[src/fpic_defs.vh]
/*
 * register offsets, field positions, reset values and operation codes of the
 * flash protection, interrupt and chip-select block.
 * assumes: included by bare name from the block's design files.
 */
`ifndef FPIC_DEFS_VH
`define FPIC_DEFS_VH

// byte offsets on the register bus, then of the memory operation word, which has its own port
`define FPIC_OFF_STATUS     4'h0
`define FPIC_OFF_STATUS_CLR 4'h4
`define FPIC_OFF_MASK       4'h8
`define FPIC_OFF_SELECT     4'hc
`define FPIC_OFF_MEM_OP     4'h0
`define FPIC_OFF_MEM_OP_HI  4'h1

// status / mask bit positions
`define FPIC_BIT_ILL_ERASE  0
`define FPIC_BIT_ILL_WRITE  1

// memory operation field layout
`define FPIC_OP_LSB         0
`define FPIC_OP_MSB         1
`define FPIC_SECT_LSB       8
`define FPIC_SECT_MSB       23
`define FPIC_TB_BIT         12
`define FPIC_BP_MSB         11
`define FPIC_BP_LSB         8

// memory operation codes
`define FPIC_OP_NONE        2'h0
`define FPIC_OP_BULK        2'h1
`define FPIC_OP_SECT_ERASE  2'h2
`define FPIC_OP_PROTECT     2'h3

// reset values
`define FPIC_RST_STATUS     2'h0
`define FPIC_RST_MASK       2'h0
`define FPIC_RST_SELECT     3'h0
`define FPIC_RST_CHIP_SEL   3'h1
`define FPIC_RST_SECTOR     16'h0000

// one sector spans this many byte addresses (log2)
`define FPIC_SECT_SHIFT     16

`endif

[src/fpic_sector_check.v]
/*
 * protection check: decides whether a sector falls inside the region that
 * the block-protect level and top/bottom selector cover.
 * assumes: sector count of the attached device is a power of two given as
 * log2 on dens_log2 (5 for 32 sectors up to 11 for 2048).
 */
`timescale 1ns/1ps
`include "fpic_defs.vh"

module fpic_sector_check
(
    // protection setting
    input  wire [3:0]  block_protect_level,
    input  wire        top_bottom_selector,
    // device density
    input  wire [3:0]  dens_log2,
    // sector under test
    input  wire [15:0] sector,
    // result
    output reg         protected_hit
);
    reg [15:0] span;
    reg [15:0] limit;
    reg [4:0]  shift;

    // level n protects 2^(n-1) sectors, at most the whole device; level 0 protects none
    always @*
    begin
        span          = 16'h0000;
        limit         = 16'h0001 << dens_log2;
        shift         = 5'h00;
        protected_hit = 1'b0;
        if (block_protect_level != 4'h0)
        begin
            shift = {1'b0, block_protect_level} - 5'h01;
            span  = 16'h0001 << shift;
            if (span > limit)
                span = limit;
            if (top_bottom_selector)
                protected_hit = (sector < span);
            else
                protected_hit = (sector >= (limit - span)) && (sector < limit);
        end
    end
endmodule

[src/fpic_top.v]
/*
 * flash protection-violation interrupt, chip select and sector operand block,
 * with an axi4-lite register slave and a command handoff to the serial engine.
 * assumes: a serial flash engine that takes op_valid/op_ready handshakes,
 * and reports write requests to check via wr_req/wr_addr; one clock.
 */
// Added by the designer: the address map and the AXI4-Lite slave port.
// Summary of operation
// write to protected sector is cancelled and sets status bit 1, write-one clears
// erase of protected sector is cancelled and sets status bit 0, write-one clears; no flag here if it arrives while a command waits
// mask bit 1 enables the illegal-write interrupt, resets to zero
// mask bit 0 enables the illegal-erase interrupt, resets to zero
// interrupt is high while any status bit and its mask bit are set; irq here is registered and follows one cycle later
// software writes only bit 2 of the select register to choose chip three
// software writes only bit 1 of the select register to choose chip two
// chip one chosen when bits 2 and 1 are zero; select is write-only, resets zero
// sector field bits 23 to 8 take a multi-sector protect combination
// software keeps sector field bits 13 to 23 zero for protect
// bit 12 is top/bottom, bits 11 to 8 are protect levels high first
// sector erase acts on one sector of 65536 addresses
// software loads the binary sector index for an erase
// software keeps sector index inside the attached device's range
// op code 3 writes the sector field into the flash protect bits
// op code 2 erases a sector, 1 erases all, 0 does nothing
`timescale 1ns/1ps
`include "fpic_defs.vh"

module fpic_top
(
    // clock and reset
    input  wire        clk,
    input  wire        nrst,
    // axi4-lite write address
    input  wire [3:0]  s_axi_awaddr,
    input  wire        s_axi_awvalid,
    output wire        s_axi_awready,
    // axi4-lite write data
    input  wire [31:0] s_axi_wdata,
    input  wire [3:0]  s_axi_wstrb,
    input  wire        s_axi_wvalid,
    output wire        s_axi_wready,
    // axi4-lite write response
    output reg  [1:0]  s_axi_bresp,
    output reg         s_axi_bvalid,
    input  wire        s_axi_bready,
    // axi4-lite read address
    input  wire [3:0]  s_axi_araddr,
    input  wire        s_axi_arvalid,
    output wire        s_axi_arready,
    // axi4-lite read data
    output reg  [31:0] s_axi_rdata,
    output reg  [1:0]  s_axi_rresp,
    output reg         s_axi_rvalid,
    input  wire        s_axi_rready,
    // memory operation command register (separate write port)
    input  wire [31:0] mem_op_wdata,
    input  wire        mem_op_wr,
    // device density as log2 of the sector count
    input  wire [3:0]  dens_log2,
    // command to serial engine
    output reg  [1:0]  op_code,
    output reg  [15:0] op_operand,
    output reg  [31:0] op_addr,
    output reg         op_valid,
    input  wire        op_ready,
    // write requests from the data path, checked before issue
    input  wire        wr_req,
    input  wire [31:0] wr_addr,
    output wire        wr_grant,
    output wire        wr_cancel,
    // chip selects, one-hot
    output reg  [2:0]  chip_select,
    // interrupt
    output reg         irq
);
    reg  [1:0]  protect_violation_status;
    reg  [1:0]  protect_violation_mask;
    reg  [2:0]  flash_device_select;
    reg  [3:0]  block_protect_level;
    reg         top_bottom_selector;

    reg  [3:0]  aw_addr;
    reg         aw_held;
    reg  [31:0] w_data;
    reg  [3:0]  w_strb;
    reg         w_held;

    wire        erase_hit;
    wire        write_hit;
    wire        erase_cancel;
    wire        wr_event;
    wire        erase_event;
    wire        clr_write;
    wire        clr_erase;
    wire        wr_do;
    wire [15:0] wr_sector;
    wire [1:0]  cmd_op;

    // the mem-op register word decoding is used for both the protect and erase paths
    function [15:0] sect_field;
        input [31:0] word;
        begin
            sect_field = word[`FPIC_SECT_MSB:`FPIC_SECT_LSB];
        end
    endfunction

    function is_addr;
        input [3:0] a;
        input [3:0] off;
        begin
            is_addr = (a[3:2] == off[3:2]);
        end
    endfunction

    // ---------------- axi4-lite write path ----------------
    // address and data are taken in either order; response follows both
    assign s_axi_awready = !aw_held && !s_axi_bvalid;
    assign s_axi_wready  = !w_held && !s_axi_bvalid;
    assign wr_do         = aw_held && w_held && !s_axi_bvalid;

    always @(posedge clk or negedge nrst)
    begin
        if (!nrst)
        begin
            aw_held      <= 1'b0;
            aw_addr      <= 4'h0;
            w_held       <= 1'b0;
            w_data       <= 32'h00000000;
            w_strb       <= 4'h0;
            s_axi_bvalid <= 1'b0;
            s_axi_bresp  <= 2'h0;
        end
        else
        begin
            if (s_axi_awvalid && s_axi_awready)
            begin
                aw_held <= 1'b1;
                aw_addr <= s_axi_awaddr;
            end
            if (s_axi_wvalid && s_axi_wready)
            begin
                w_held <= 1'b1;
                w_data <= s_axi_wdata;
                w_strb <= s_axi_wstrb;
            end
            if (wr_do)
            begin
                aw_held      <= 1'b0;
                w_held       <= 1'b0;
                s_axi_bvalid <= 1'b1;
                // the status register is read-only; its clear lives at its own offset
                s_axi_bresp  <= is_addr(aw_addr, `FPIC_OFF_STATUS) ? 2'h2 : 2'h0;
            end
            else if (s_axi_bvalid && s_axi_bready)
                s_axi_bvalid <= 1'b0;
        end
    end

    assign clr_write = wr_do && is_addr(aw_addr, `FPIC_OFF_STATUS_CLR) && w_strb[0]
                       && w_data[`FPIC_BIT_ILL_WRITE];
    assign clr_erase = wr_do && is_addr(aw_addr, `FPIC_OFF_STATUS_CLR) && w_strb[0]
                       && w_data[`FPIC_BIT_ILL_ERASE];

    // mask and chip select registers
    always @(posedge clk or negedge nrst)
    begin
        if (!nrst)
        begin
            protect_violation_mask <= `FPIC_RST_MASK;
            flash_device_select    <= `FPIC_RST_SELECT;
        end
        else if (wr_do && w_strb[0])
        begin
            if (is_addr(aw_addr, `FPIC_OFF_MASK))
                protect_violation_mask <= w_data[1:0];
            if (is_addr(aw_addr, `FPIC_OFF_SELECT))
                flash_device_select <= w_data[2:0];
        end
    end

    // chip one unless bit 2 or bit 1 is set; bit 2 takes priority if both are
    always @(posedge clk or negedge nrst)
    begin
        if (!nrst)
            chip_select <= `FPIC_RST_CHIP_SEL;
        else if (flash_device_select[2])
            chip_select <= 3'h4;
        else if (flash_device_select[1])
            chip_select <= 3'h2;
        else
            chip_select <= 3'h1;
    end

    // ---------------- axi4-lite read path ----------------
    assign s_axi_arready = !s_axi_rvalid;

    always @(posedge clk or negedge nrst)
    begin
        if (!nrst)
        begin
            s_axi_rvalid <= 1'b0;
            s_axi_rdata  <= 32'h00000000;
            s_axi_rresp  <= 2'h0;
        end
        else if (s_axi_arvalid && s_axi_arready)
        begin
            s_axi_rvalid <= 1'b1;
            s_axi_rresp  <= 2'h0;
            s_axi_rdata  <= 32'h00000000;
            if (is_addr(s_axi_araddr, `FPIC_OFF_STATUS))
                s_axi_rdata <= {30'h0, protect_violation_status};
            else if (is_addr(s_axi_araddr, `FPIC_OFF_MASK))
                s_axi_rdata <= {30'h0, protect_violation_mask};
            else
                s_axi_rresp <= 2'h2; // clear and select are write-only
        end
        else if (s_axi_rvalid && s_axi_rready)
            s_axi_rvalid <= 1'b0;
    end

    // ---------------- memory operation command ----------------
    assign cmd_op = mem_op_wdata[`FPIC_OP_MSB:`FPIC_OP_LSB];

    // protect bits are held locally so erases and writes can be checked
    // without a round trip to the flash status register
    always @(posedge clk or negedge nrst)
    begin
        if (!nrst)
        begin
            block_protect_level <= 4'h0;
            top_bottom_selector <= 1'b0;
            op_code             <= `FPIC_OP_NONE;
            op_operand          <= 16'h0000;
            op_addr             <= 32'h00000000;
            op_valid            <= 1'b0;
        end
        else
        begin
            if (op_valid && op_ready)
                op_valid <= 1'b0;
            // a new command is ignored while one is still waiting for the engine
            if (mem_op_wr && !op_valid)
            begin
                case (cmd_op)
                    `FPIC_OP_PROTECT:
                    begin
                        // only tb and bp3..bp0 are kept locally; upper bits pass to the engine in op_operand
                        top_bottom_selector <= mem_op_wdata[`FPIC_TB_BIT];
                        block_protect_level <= mem_op_wdata[`FPIC_BP_MSB:`FPIC_BP_LSB];
                        op_code    <= cmd_op;
                        op_operand <= sect_field(mem_op_wdata);
                        op_addr    <= 32'h00000000;
                        op_valid   <= 1'b1;
                    end
                    `FPIC_OP_SECT_ERASE:
                    begin
                        if (!erase_hit)
                        begin
                            op_code    <= cmd_op;
                            op_operand <= sect_field(mem_op_wdata);
                            // one sector, addressed at its first byte
                            op_addr    <= {sect_field(mem_op_wdata), 16'h0000};
                            op_valid   <= 1'b1;
                        end
                    end
                    `FPIC_OP_BULK:
                    begin
                        // a bulk erase would hit any protected sector
                        if (block_protect_level == 4'h0)
                        begin
                            op_code    <= cmd_op;
                            op_operand <= 16'h0000;
                            op_addr    <= 32'h00000000;
                            op_valid   <= 1'b1;
                        end
                    end
                    default:
                    begin
                        op_code <= op_code;
                    end
                endcase
            end
        end
    end

    fpic_sector_check u_erase_check
    (
        .block_protect_level (block_protect_level),
        .top_bottom_selector (top_bottom_selector),
        .dens_log2           (dens_log2),
        .sector              (sect_field(mem_op_wdata)),
        .protected_hit       (erase_hit)
    );

    // sector index of a write: one sector per 64 KiB of address space
    // writes beyond the attached device's range are never flagged
    assign wr_sector = wr_addr[31:`FPIC_SECT_SHIFT];

    fpic_sector_check u_write_check
    (
        .block_protect_level (block_protect_level),
        .top_bottom_selector (top_bottom_selector),
        .dens_log2           (dens_log2),
        .sector              (wr_sector),
        .protected_hit       (write_hit)
    );

    // a command that arrives while another waits is dropped without a flag
    assign erase_cancel = mem_op_wr && !op_valid && (((cmd_op == `FPIC_OP_SECT_ERASE) && erase_hit)
                          || ((cmd_op == `FPIC_OP_BULK) && (block_protect_level != 4'h0)));
    assign erase_event  = erase_cancel;
    assign wr_event     = wr_req && write_hit;
    assign wr_cancel    = wr_event;
    assign wr_grant     = wr_req && !write_hit;

    // ---------------- violation status ----------------
    // a new violation in the clearing cycle keeps its flag
    always @(posedge clk or negedge nrst)
    begin
        if (!nrst)
            protect_violation_status <= `FPIC_RST_STATUS;
        else
        begin
            if (wr_event)
                protect_violation_status[`FPIC_BIT_ILL_WRITE] <= 1'b1;
            else if (clr_write)
                protect_violation_status[`FPIC_BIT_ILL_WRITE] <= 1'b0;
            if (erase_event)
                protect_violation_status[`FPIC_BIT_ILL_ERASE] <= 1'b1;
            else if (clr_erase)
                protect_violation_status[`FPIC_BIT_ILL_ERASE] <= 1'b0;
        end
    end

    // registered so the pin sees no decode glitch; it trails the status by one cycle
    always @(posedge clk or negedge nrst)
    begin
        if (!nrst)
            irq <= 1'b0;
        else
            irq <= |(protect_violation_status & protect_violation_mask);
    end
endmodule

[config.mk]
export PLATFORM = sky130hd
export DESIGN_NAME = fpic_top
export DESIGN_NICKNAME = d
export VERILOG_FILES = /design/src/fpic_sector_check.v /design/src/fpic_top.v
export VERILOG_INCLUDE_DIRS = /design/src /design/src/src
export SDC_FILE = /design/constraint.sdc
export NUM_CORES = 1
export LEC_CHECK = 0
export BUFFER_PORTS_ARGS = -buffer_cell sky130_fd_sc_hd__buf_2
export CAP_MARGIN = 15
export CORE_AREA = 2 2 146 148
export DETAILED_ROUTE_END_ITERATION = 10
export DIE_AREA = 0 0 148 150
export PLACE_DENSITY = 0.63
export SLEW_MARGIN = 15
export SYNTH_ARGS = -nofsm -noshare
export SYNTH_HDL_FRONTEND = slang
export SYNTH_HIERARCHICAL = 1
export SYNTH_SLANG_ARGS = --single-unit
[constraint.sdc]
create_clock -name clk -period 7.3 [get_ports clk]
set_clock_uncertainty 0.05 [all_clocks]
set_input_delay 0.365 -clock clk [delete_from_list [all_inputs] [get_ports clk]]
set_output_delay 0.365 -clock clk [all_outputs]
set_load 0.01 [all_outputs]
==> results.md, run 1 <==
* Status: completed
* Synth Area in XOR/XNOR at 0.03115
* Overall die width at between 100 and 150 um
* Sequential-to-total area share from yosys stat at 0.1966
* Core Area at 20690 um^2
* Clk root buf: clkbuf_16
* Synth Area in Adders at 0.2222
* Asr flop ratio synth at 1.000
* First-pass GRT wire length at 34360 um
* Final ANT Viol Nets at 0
* Netlist cell types at 82
* Startpoint Class: flop
* TritonRoute pass-1 iters at 5
* Die area at 22200 um^2
* Mux contribution to synthesized area at 0.02947
* Grt total ovfl at 0
* Final period util at 0.9653
* Via count at 7611
* Mapped cell area at 8153 um^2
* Vias per inst at 5.352
* Drt first-iter violations at 342
* R2R Setup Slk at between 0.3 and 0.4 ns
* Layout Nets at between 1000 and 1500
* Minimum clock period at between 7 and 8 ns
* Final std cells w/o fill at between 1000 and 1500
* Yosys top cell area share at 0.2149
* Initial antenna violation count at 4
* Hold_ws at 0.1616 ns
* Sink Count at 64
* WP data arrival at 6.63 ns
* Area of the multi-input gates at roughly 6300 um^2
* Start of the worst register-to-register path: block_protect_level[0]
* CTS Buffer Depth at 2
* Max-Slew Margin vs Limit at 0.4765
* Tot GR Track Use at 0.1875
* Warnings, synthesis at 6
* Largest net degree at the start of global routing at 65
* Number of global-route vias before repair at between 6000 and 7000
* Avg Cell Area, Syn at 8.484 um^2
* Commonest cells in the netlist: ha_1 (140), nor2_1 (78), a21oi_1 (70), dfrtp_1 (63), nand2_1 (56)
* H-tree depth at 3
* Area Growth Syn to Fin at 23.56%
* Reg-to-Reg End: op_addr[21]
* Worst Hold Class: in -> async
* P per Cell Area at 274.5 nW/um^2
* CTS tree: done
* Yosys top cell by area: ha_1
* NetSw at 0.001170 W
* Dpl ws at -0.01364 ns
* Leakage at slightly below 5 nW
* Pwr Total at between 0.002 and 0.003 W
* Gpl congestion at 0.8869
* Share of cells above drive strength 1 at 0.2786
* Max-slew violations at 0
* CP max FO at 14
* Max cap viols at 0
* Final setup violation count at 0
* Sw frac at 0.4233
* Worst skew pair latency at 0.33 ns
* Number of synthesized flops with an enable pin at 0
* Total CTS buffers at 9
* CTS clk-pin slew, worst paths at 0.05 ns
* Fillers at 2058
* Post-DP HPWL at 17450 um
* Top post-synthesis cells by area: ha_1 (21%), dfrtp_1 (19%), buf_4 (4.6%)
* Primary FF master, synth: dfrtp_1
* Top-count cell post-synth: ha_1
* Worst-margin pin slew at 0.7853 ns
* Final hold vios at 0
* I/O Buffers at 105
* Synth Area in Simple Gates at 0.1951
* Final wirelength at 21820 um
* Initial core utilization at 0.3940
* Cells after synthesis at 961
* Peak supply drop at approximately 0.14 mV
* Synth Area in Compound Gates at 0.2363
* Reg area at 1608 um^2
* Crit. End Element: primary output
* WL/cell at approximately 15 um
* Main combinational cell family by area after synthesis: compound AO/OA/AOI/OAI gates
* Final Worst Setup Slack at 0.2533 ns
* Power share of the clock group at 0.163
* Die Y-Extent at 150 um
* R2R cell count at 34
* Max Fclk at 141.9 MHz
* Internal power at 0.001595 W
* Placed insts at 1394
* Logic pwr share at 0.624
* Remaining DRCs at 0
* Worst Path Required at just under 7 ns
* Critical path class: reg -> out
* I/O pins at 220
* Reg power frac at 0.213
* Final core occ at 0.4869
* Flops & latches, synth at 64
* Row count at 53
[cells by family (layout without fill, tap and decap cells)]
kind of cell / Yosys count / in the layout
and+or+nand+nor: 301 / 301
AOI/OAI and AO/OA: 271 / 271
adders and majority gates: 144 / 144
buffers and inverters: 127 / 264
DFF: 64 / 64
xor gates and xnor gates: 29 / 29
muxes: 22 / 22
other: 3 / 52
[cell type report]
| type | count | share of cell area |
|---|---|---|
| multi-input cells | 817 | 0.6248 |
| flip-flops and latches | 64 | 0.1596 |
| clock inverters | 2 | 0.003478 |
| inverters | 53 | 0.01975 |
| clock buffers | 14 | 0.02820 |
| repair buffers | 195 | 0.1295 |
| well taps | 275 | 0.03416 |
| diodes | 2 | 0.0004968 |
[layer usage]
metal | vias up | share of wire | GRT usage
met5 | - | 0.00060 | 0
met4 | 2 | 0.013 | 0.04286
met3 | 25 | 0.049 | 0.02287
met2 | 204 | 0.45 | 0.3035
met1 | 3540 | 0.48 | 0.2671
li1 | 3840 | - | -
[timing repair]
action	in CTS	in global routing
setup buffers	0	7
hold buffers	0	0
cloned	0	3
gates resized for setup	2	79
endpoints found under the setup margin	1	38
hold endpoints to repair	0	0
pin swaps	1	22
[power by group through the flow]
stage / Combinational [W] / Clock [W] / Sequential, W
after floorplan: 0.00105 / 0 / 0.000627
after detailed placement: 0.00157 / 0 / 0.000590
final: 0.00172 / 0.000451 / 0.000589
after CTS: 0.00158 / 0.000455 / 0.000587
after global routing: 0.00191 / 0.000473 / 0.000609
after global placement: 0.00154 / 0 / 0.000589
[sequential cells by signal (all words and copies together) (netlist names), 2 cells and up]
signal / count
aw_addr: 2
block_protect_level: 4
chip_select: 3
flash_device_select: 2
op_addr: 16
op_code: 2
op_operand: 16
protect_violation_mask: 2
protect_violation_status: 2
s_axi_rdata: 2
w_data: 3
[critical path, stage by stage, from the launching register on]
cell and delay [ns]:
dfrtp_2 0.47, buf_6 0.18, nand2_1 0.16, nor2_1 0.08, ha_1 0.29, nand4_1 0.24
nor4_1 0.53, o31ai_2 0.17, nand3_2 0.16, a21oi_2 0.08, or2_2 0.28, ha_1 0.21
fa_1 0.42, buf_4 0.18, o32ai_1 0.27, o221ai_1 0.18, a21oi_1 0.19, buf_4 0.15
a41oi_2 0.17, mux2i_1 0.17, a2111oi_2 0.24, ha_1 0.30, a41oi_1 0.19, o21ai_0 0.14
a221oi_2 0.30, o211ai_1 0.21, and2_4 0.20, buf_2 0.13
[worst max-delay path by stage]
stage / startpoint / depth (start not counted) / slack, ns / to
6_report: block_protect_level[2] / 27 / 0.25 / wr_cancel
2_1_floorplan: dens_log2[0] / 33 / 0.55 / op_addr[21]
5_1_grt: block_protect_level[2] / 27 / -0.15 / wr_cancel
4_1_cts: block_protect_level[0] / 29 / 0.05 / wr_cancel
3_5_place_dp: dens_log2[0] / 35 / -0.01 / op_operand[3]
3_3_place_gp: dens_log2[0] / 35 / 0.06 / op_operand[13]
[placed cells by master (no fill, tap or decap), types with 13 or more instances in the layout]
cell	n
a21oi_1	65
a22o_1	33
nand2b_1	19
nor2_1	70
ha_1	139
nand3_1	32
inv_1	49
xnor2_1	16
buf_2	105
nand4_1	17
a21o_1	32
nand2_1	55
nor3_1	15
mux2_2	16
conb_1	50
dfrtp_1	59
buf_4	79
xor2_1	13
nor2b_1	19
o21ai_0	21
[stage by stage]
stage	TNS (ns)	instance area [um^2]
global route	-1.589	10070
global placement	0	9320
CTS	0	9648
finish	0	10070
detailed placement	-0.1451	9320
floorplan	0	8329
Note: power is estimated with default switching activity, not from simulation.
==> run 2: changes to the inputs <==
- BUFFER_PORTS_ARGS: -buffer_cell sky130_fd_sc_hd__buf_2 -> default
- DONT_BUFFER_PORTS: default -> 1
- PLACE_DENSITY: 0.63 -> 0.54
==> run 2 against run 1 <==
Flip-flop and latch count is the same. Largest cell class unchanged. Clock power grew 2%. Maximum frequency grew 1.7%. Critical endpoint unchanged. Combinational power shrank 13%.
==> results.md, run 2 (same netlist as run 1, synthesis figures left out) <==
* Worst-margin pin slew at 0.5692 ns
* Post-DP HPWL at 17710 um
* CTS tree: done
* Critical path class: reg -> out
* Internal power at ~0.0015 W
* Gpl congestion at between 0.8 and 0.9
* Final period util at 0.9488
* Start of the worst register-to-register path: block_protect_level[2]
* Max-slew violations at 0
* Total CTS buffers at 9
* Fin Setup TNS at 0 ns
* Power share of the clock group at 0.178
* Worst Hold Class: in -> reg
* Leakage at 4.218 nW
* Minimum clock period at 6.926 ns
* Top flop regs: op_addr (16), op_operand (16), block_protect_level (4)
* Die area at approximately 22000 um^2
* WP data arrival at about 6.5 ns
* Placed insts at between 1000 and 1500
* Reg power frac at 0.249
* CTS clk-pin slew, worst paths at ~0.050 ns
* CTS Buffer Depth at 2
* Final core occ at 0.4408
* Drt first-iter violations at 330
* Area Growth Syn to Fin at 11.86%
* Die Y-Extent at around 150 um
* Clk root buf: clkbuf_16
* I/O Buffers at 0
* Most common cell after layout, fill and taps aside: ha_1
* Remaining DRCs at 0
* HP Start: op_ready
* Row count at 53
* P per Cell Area at 284.5 nW/um^2
* Peak supply drop at 0.1205 mV
* Fin area at 9120 um^2
* Dpl ws at between 0.09 and 0.1 ns
* Most frequent cells in the layout: ha_1 (140), nor2_1 (71), a21oi_1 (65), dfrtp_1 (60), nand2_1 (54)
* Via count at 7010
* CP max FO at 13
* Final Worst Setup Slack at 0.3740 ns
* Worst Path Required at 6.88 ns
* Overall die width at 148 um
* Final ANT Viol Nets at 0
* I/O pins at 220
* Max Fclk at 144.4 MHz
* Final std cells w/o fill at ~1300
* Status: completed
* Vias per inst at 5.524
* Logic pwr share at 0.573
* TritonRoute pass-1 iters at 5
* First-pass GRT wire length at about 36000 um
* Share of cells above drive strength 1 at 0.1621
* WL/cell at 17.38 um
* Startpoint Class: flop
* Final hold vios at 0
* Final wirelength at 22060 um
* Sink Count at 64
* Worst skew pair latency at 0.32 ns
* H-tree depth at 3
* Core Area at between 20000 and 25000 um^2
* Tot GR Track Use at 0.1961
* Crit. End Element: primary output
* Number of global-route vias before repair at 6757
* Initial core utilization at 0.3940
* Grt total ovfl at 0
* Sw frac at 0.4284
* NetSw at 0.001112 W
* Layout Nets at 1252
* Critical path startpoint: block_protect_level[2]
* Placed Area at between 8000 and 9000 um^2
* Largest net degree at the start of global routing at 65
* Max-Slew Margin vs Limit at 0.6176
* Final setup violation count at 0
* Max cap viols at 0
* Initial antenna violation count at 0
[run 2: changes by cell type in the layout (fill, tap and decap cells not counted), sizes merged]
cell         previous run  this run
clkbuf                 16        12
bufinv                  1         2
dlygate4sd3             0         1
diode                   2         1
clkinvlp                0         1
buf                   193        42
[run 2: metrics by stage]
step	total power, W	hold slack (ns)
5_1_grt	0.002821	0.08194
4_1_cts	0.002479	0.06950
3_5_place_dp	0.001989	0.02076
2_1_floorplan	0.001674	0.01941
3_3_place_gp	0.001974	0.02060
6_report	0.002595	0.08464
[run 2: critical path, cell delays in order (launching register included)]
cell       delay (ns)
dfrtp_2          0.46
buf_4            0.22
nand2b_1         0.21
nor3_2           0.22
ha_1             0.28
and4_1           0.18
a211o_1          0.30
a21oi_4          0.18
and3_4           0.21
nor3_1           0.06
or2_2            0.30
ha_1             0.22
fa_1             0.42
buf_4            0.18
o32ai_1          0.32
o221ai_1         0.20
a21oi_1          0.21
buf_4            0.16
a41oi_2          0.16
mux2i_1          0.16
a2111oi_2        0.23
ha_1             0.30
a41oi_1          0.19
o21ai_1          0.11
a221oi_2         0.27
o211ai_1         0.20
and2_4           0.21
[run 2: timing repair]
| item | CTS | global route |
|---|---|---|
| gates resized for setup | 2 | 67 |
| setup endpoints to repair | 2 | 39 |
| pin swaps | 0 | 19 |
| endpoints found under the hold margin | 64 | 0 |
| hold buffers | 2 | 0 |
| buffers inserted | 0 | 9 |
[run 2: final timing paths]
path	to	slack (ns)	cells past startpoint
setup / recovery	wr_cancel	0.37	26
hold / removal	op_valid	0.08	1
setup reg to reg	op_operand[4]	0.42	32
hold reg to reg	chip_select[0]	0.36	1
max in group asynchronous	chip_select[0]	6.38	2
min in group asynchronous	irq	0.54	2
[run 2: layout make-up]
| type | instances | area [um^2] |
|---|---|---|
| antenna | 1 | 2.502 |
| tap | 275 | 344.1 |
| clock buffer | 12 | 256.5 |
| fill | 2041 | 11570 |
| timing repair buffer | 43 | 402.9 |
| inverter | 53 | 198.9 |
| clock inverter | 4 | 76.32 |
| multi-input combinational | 817 | 6232 |
| sequential | 64 | 1607 |
[run 2: power by group through the flow]
| stage | Clock [W] | Sequential, W | Combinational, W |
|---|---|---|---|
| 2_1_floorplan | 0 | 0.000627 | 0.00105 |
| 3_3_place_gp | 0 | 0.000645 | 0.00133 |
| 3_5_place_dp | 0 | 0.000649 | 0.00134 |
| 4_1_cts | 0.000475 | 0.000643 | 0.00136 |
| 5_1_grt | 0.000488 | 0.000668 | 0.00167 |
| 6_report | 0.000462 | 0.000646 | 0.00149 |
[run 2: metal layers]
layer  share of wire  GRT usage  vias to the layer above
li1                -          -                     3527
met1            0.48     0.2754                     3282
met3           0.059    0.03262                       13
met5               0          0                        -
met2            0.45     0.3190                      188
met4          0.0085    0.03714                        0
==> run 3: changes to the inputs <==
- CORE_AREA: 2 2 146 148 -> 2 2 104 207
- DIE_AREA: 0 0 148 150 -> 0 0 106 209
- SKIP_LAST_GASP: default -> 1
==> run 3 against run 2 <==
Critical endpoint unchanged. Wire length is 0.40% higher. Sequential share of layout area down 0.17 points. Die area decreased by 0.21%. Critical path depth up 1. Final cell count decreased by 0.24%. Core utilization grew 0.31 points. Maximum frequency fell by 1.7%. Flip-flop and latch count stayed put. Design area increased by 0.95%. Global-route usage is 0.11 points higher. First-iteration DRC count unchanged.
==> results.md, run 3 (same netlist as run 1, synthesis figures left out) <==
* Largest net degree at the start of global routing at 65
* Pwr Total at 0.002671 W
* Max-slew violations at 0
* Max-Slew Margin vs Limit at 0.5020
* Share of cells above drive strength 1 at 0.1685
* Final setup violation count at 0
* Final wirelength at 22150 um
* Worst-margin pin slew at roughly 0.73 ns
* Most used cell, CP: ha_1
* I/O pins at 220
* Reg power frac at 0.241
* H-tree depth at 3
* CTS Buffer Depth at 2
* First-pass GRT wire length at 35510 um
* Total CTS buffers at 9
* Sink Count at between 60 and 70
* Initial antenna violation count at 0
* Grt total ovfl at 0
* Final hold vios at 0
* Gpl congestion at 0.9025
* CP max FO at 13
* Die Y-Extent at 209 um
* Crit-path leading delay family: compound AO/OA/AOI/OAI gates
* Crit. End Element: primary output
* Worst Hold Class: in -> reg
* Sw frac at 0.4295
* Tot GR Track Use at 0.1972
* Startpoint Class: flop
* TritonRoute pass-1 iters at 5
* Row count at 75
* Core Area at 20740 um^2
* Initial core utilization at 0.3931
* Die area at 22150 um^2
* Clk root buf: clkbuf_16
* Critical path class: reg -> out
* WL/cell at 17.49 um
* Slowest CP cell: dfrtp_2
* CTS tree: done
* Fin Setup TNS at 0 ns
* WP data arrival at 6.63 ns
* I/O Buffers at 0
* CP max stage delay at 0.44 ns
* N_diodes at 0
* Via count at 7049
* R2R Setup Slk at approximately 0.40 ns
* Final period util at 0.9649
* Power share of the clock group at 0.184
* Peak supply drop at 0.1668 mV
* CTS clk-pin slew, worst paths at 0.05 ns
* Drt first-iter violations at 330
* CP Buf/Inv Count at 2
* Final ANT Viol Nets at 0
* NetSw at 0.001147 W
* Dpl ws at -0.02207 ns
* Most common cell after layout, fill and taps aside: ha_1
* Most frequent cells in the layout: ha_1 (140), nor2_1 (71), a21oi_1 (66), dfrtp_1 (60), nand2_1 (54)
* Status: completed
* Logic pwr share at 0.575
* Post-DP HPWL at 18010 um
* Max cap viols at 0
* Number of global-route vias before repair at 6850
* Remaining DRCs at 0
* Unrepaired setup endpoints after global routing: true
* Top flop regs: op_addr (16), op_operand (16), block_protect_level (4)
* Internal power at 0.001524 W
* Worst skew pair latency at 0.32 ns
* Hold_ws at between 0.07 and 0.08 ns
* Area Growth Syn to Fin at 12.92%
* Layout Nets at 1256
* Max Fclk at ~140 MHz
* Worst Path Required at ~7 ns
* Final Worst Setup Slack at 0.2559 ns
* Overall die width at about 110 um
* Leakage at roughly 4.3 nW
* Vias per inst at around 5.6
* P per Cell Area at 290.1 nW/um^2
* Minimum clock period at 7.044 ns
## run 3: changes by cell type in the layout (fill, tap and decap cells not counted), sizes merged
| cell | previous run | this run |
|---|---|---|
| diode | 1 | 0 |
| buf | 42 | 46 |
| bufinv | 2 | 3 |
| clkinvlp | 1 | 0 |
| clkinv | 1 | 2 |
| clkbuf | 12 | 11 |
## run 3: stage by stage
| stage | std cells | utilization | area, um^2 |
|---|---|---|---|
| global route | 1266 | 0.4439 | 9206 |
| CTS | 1258 | 0.4271 | 8859 |
| finish | 1266 | 0.4439 | 9206 |
| detailed placement | 1238 | 0.4074 | 8449 |
| global placement | 1238 | 0.4074 | 8449 |
| floorplan | 1008 | - | 8329 |
## run 3: timing repair
action | 4_1_cts | 5_1_grt
buffers inserted | 2 | 8
endpoints found under the setup margin | 33 | 39
hold buffers | 2 | 0
endpoints found under the hold margin | 64 | 0
resized for setup | 5 | 69
pin swaps | 1 | 16
## run 3: worst paths after layout
| check | from | end | depth (start not counted) |
|---|---|---|---|
| max in group asynchronous | nrst | chip_select[0] | 2 |
| min reg2reg | flash_device_select[2] | chip_select[2] | 0 |
| max reg2reg | block_protect_level[0] | op_addr[31] | 31 |
| min in group asynchronous | nrst | aw_held | 2 |
| max | block_protect_level[3] | wr_cancel | 27 |
| min | op_ready | op_valid | 1 |
## run 3: final cells by class
cell class / instances / area (um^2)
clock inverters: 5 / 103.9
repair buffers: 47 / 424.2
flip-flops and latches: 64 / 1607
clock buffers: 11 / 242.7
multi-input cells: 817 / 6294
fillers: 2050 / 11530
inverters: 53 / 198.9
well taps: 269 / 336.6
## run 3: layer usage
metal / vias to the layer above / GRT usage / wire length [um]
met5: - / 0 / 0
met4: 0 / 0.04401 / 300
met3: 21 / 0.02963 / 921
met2: 152 / 0.3370 / 10930
met1: 3346 / 0.2613 / 9991
li1: 3530 / - / -
## run 3: worst reg2reg max path: cells and delay by family, from the launching register on
| family | cells | cell delay (ns) |
|---|---|---|
| buffers and inverters | 3 | 0.51 |
| xor gates and xnor gates | 1 | 0.16 |
| AOI/OAI and AO/OA | 15 | 3.21 |
| adders and majority gates | 4 | 1.09 |
| and+or+nand+nor | 8 | 1.36 |
| DFF | 1 | 0.41 |
## run 3: power by group through the flow
stage	registers [W]	clock network [W]	logic [W]
3_5_place_dp	0.000650	0	0.00136
3_3_place_gp	0.000647	0	0.00134
4_1_cts	0.000646	0.000498	0.00139
5_1_grt	0.000664	0.000518	0.00172
2_1_floorplan	0.000627	0	0.00105
6_report	0.000643	0.000491	0.00154
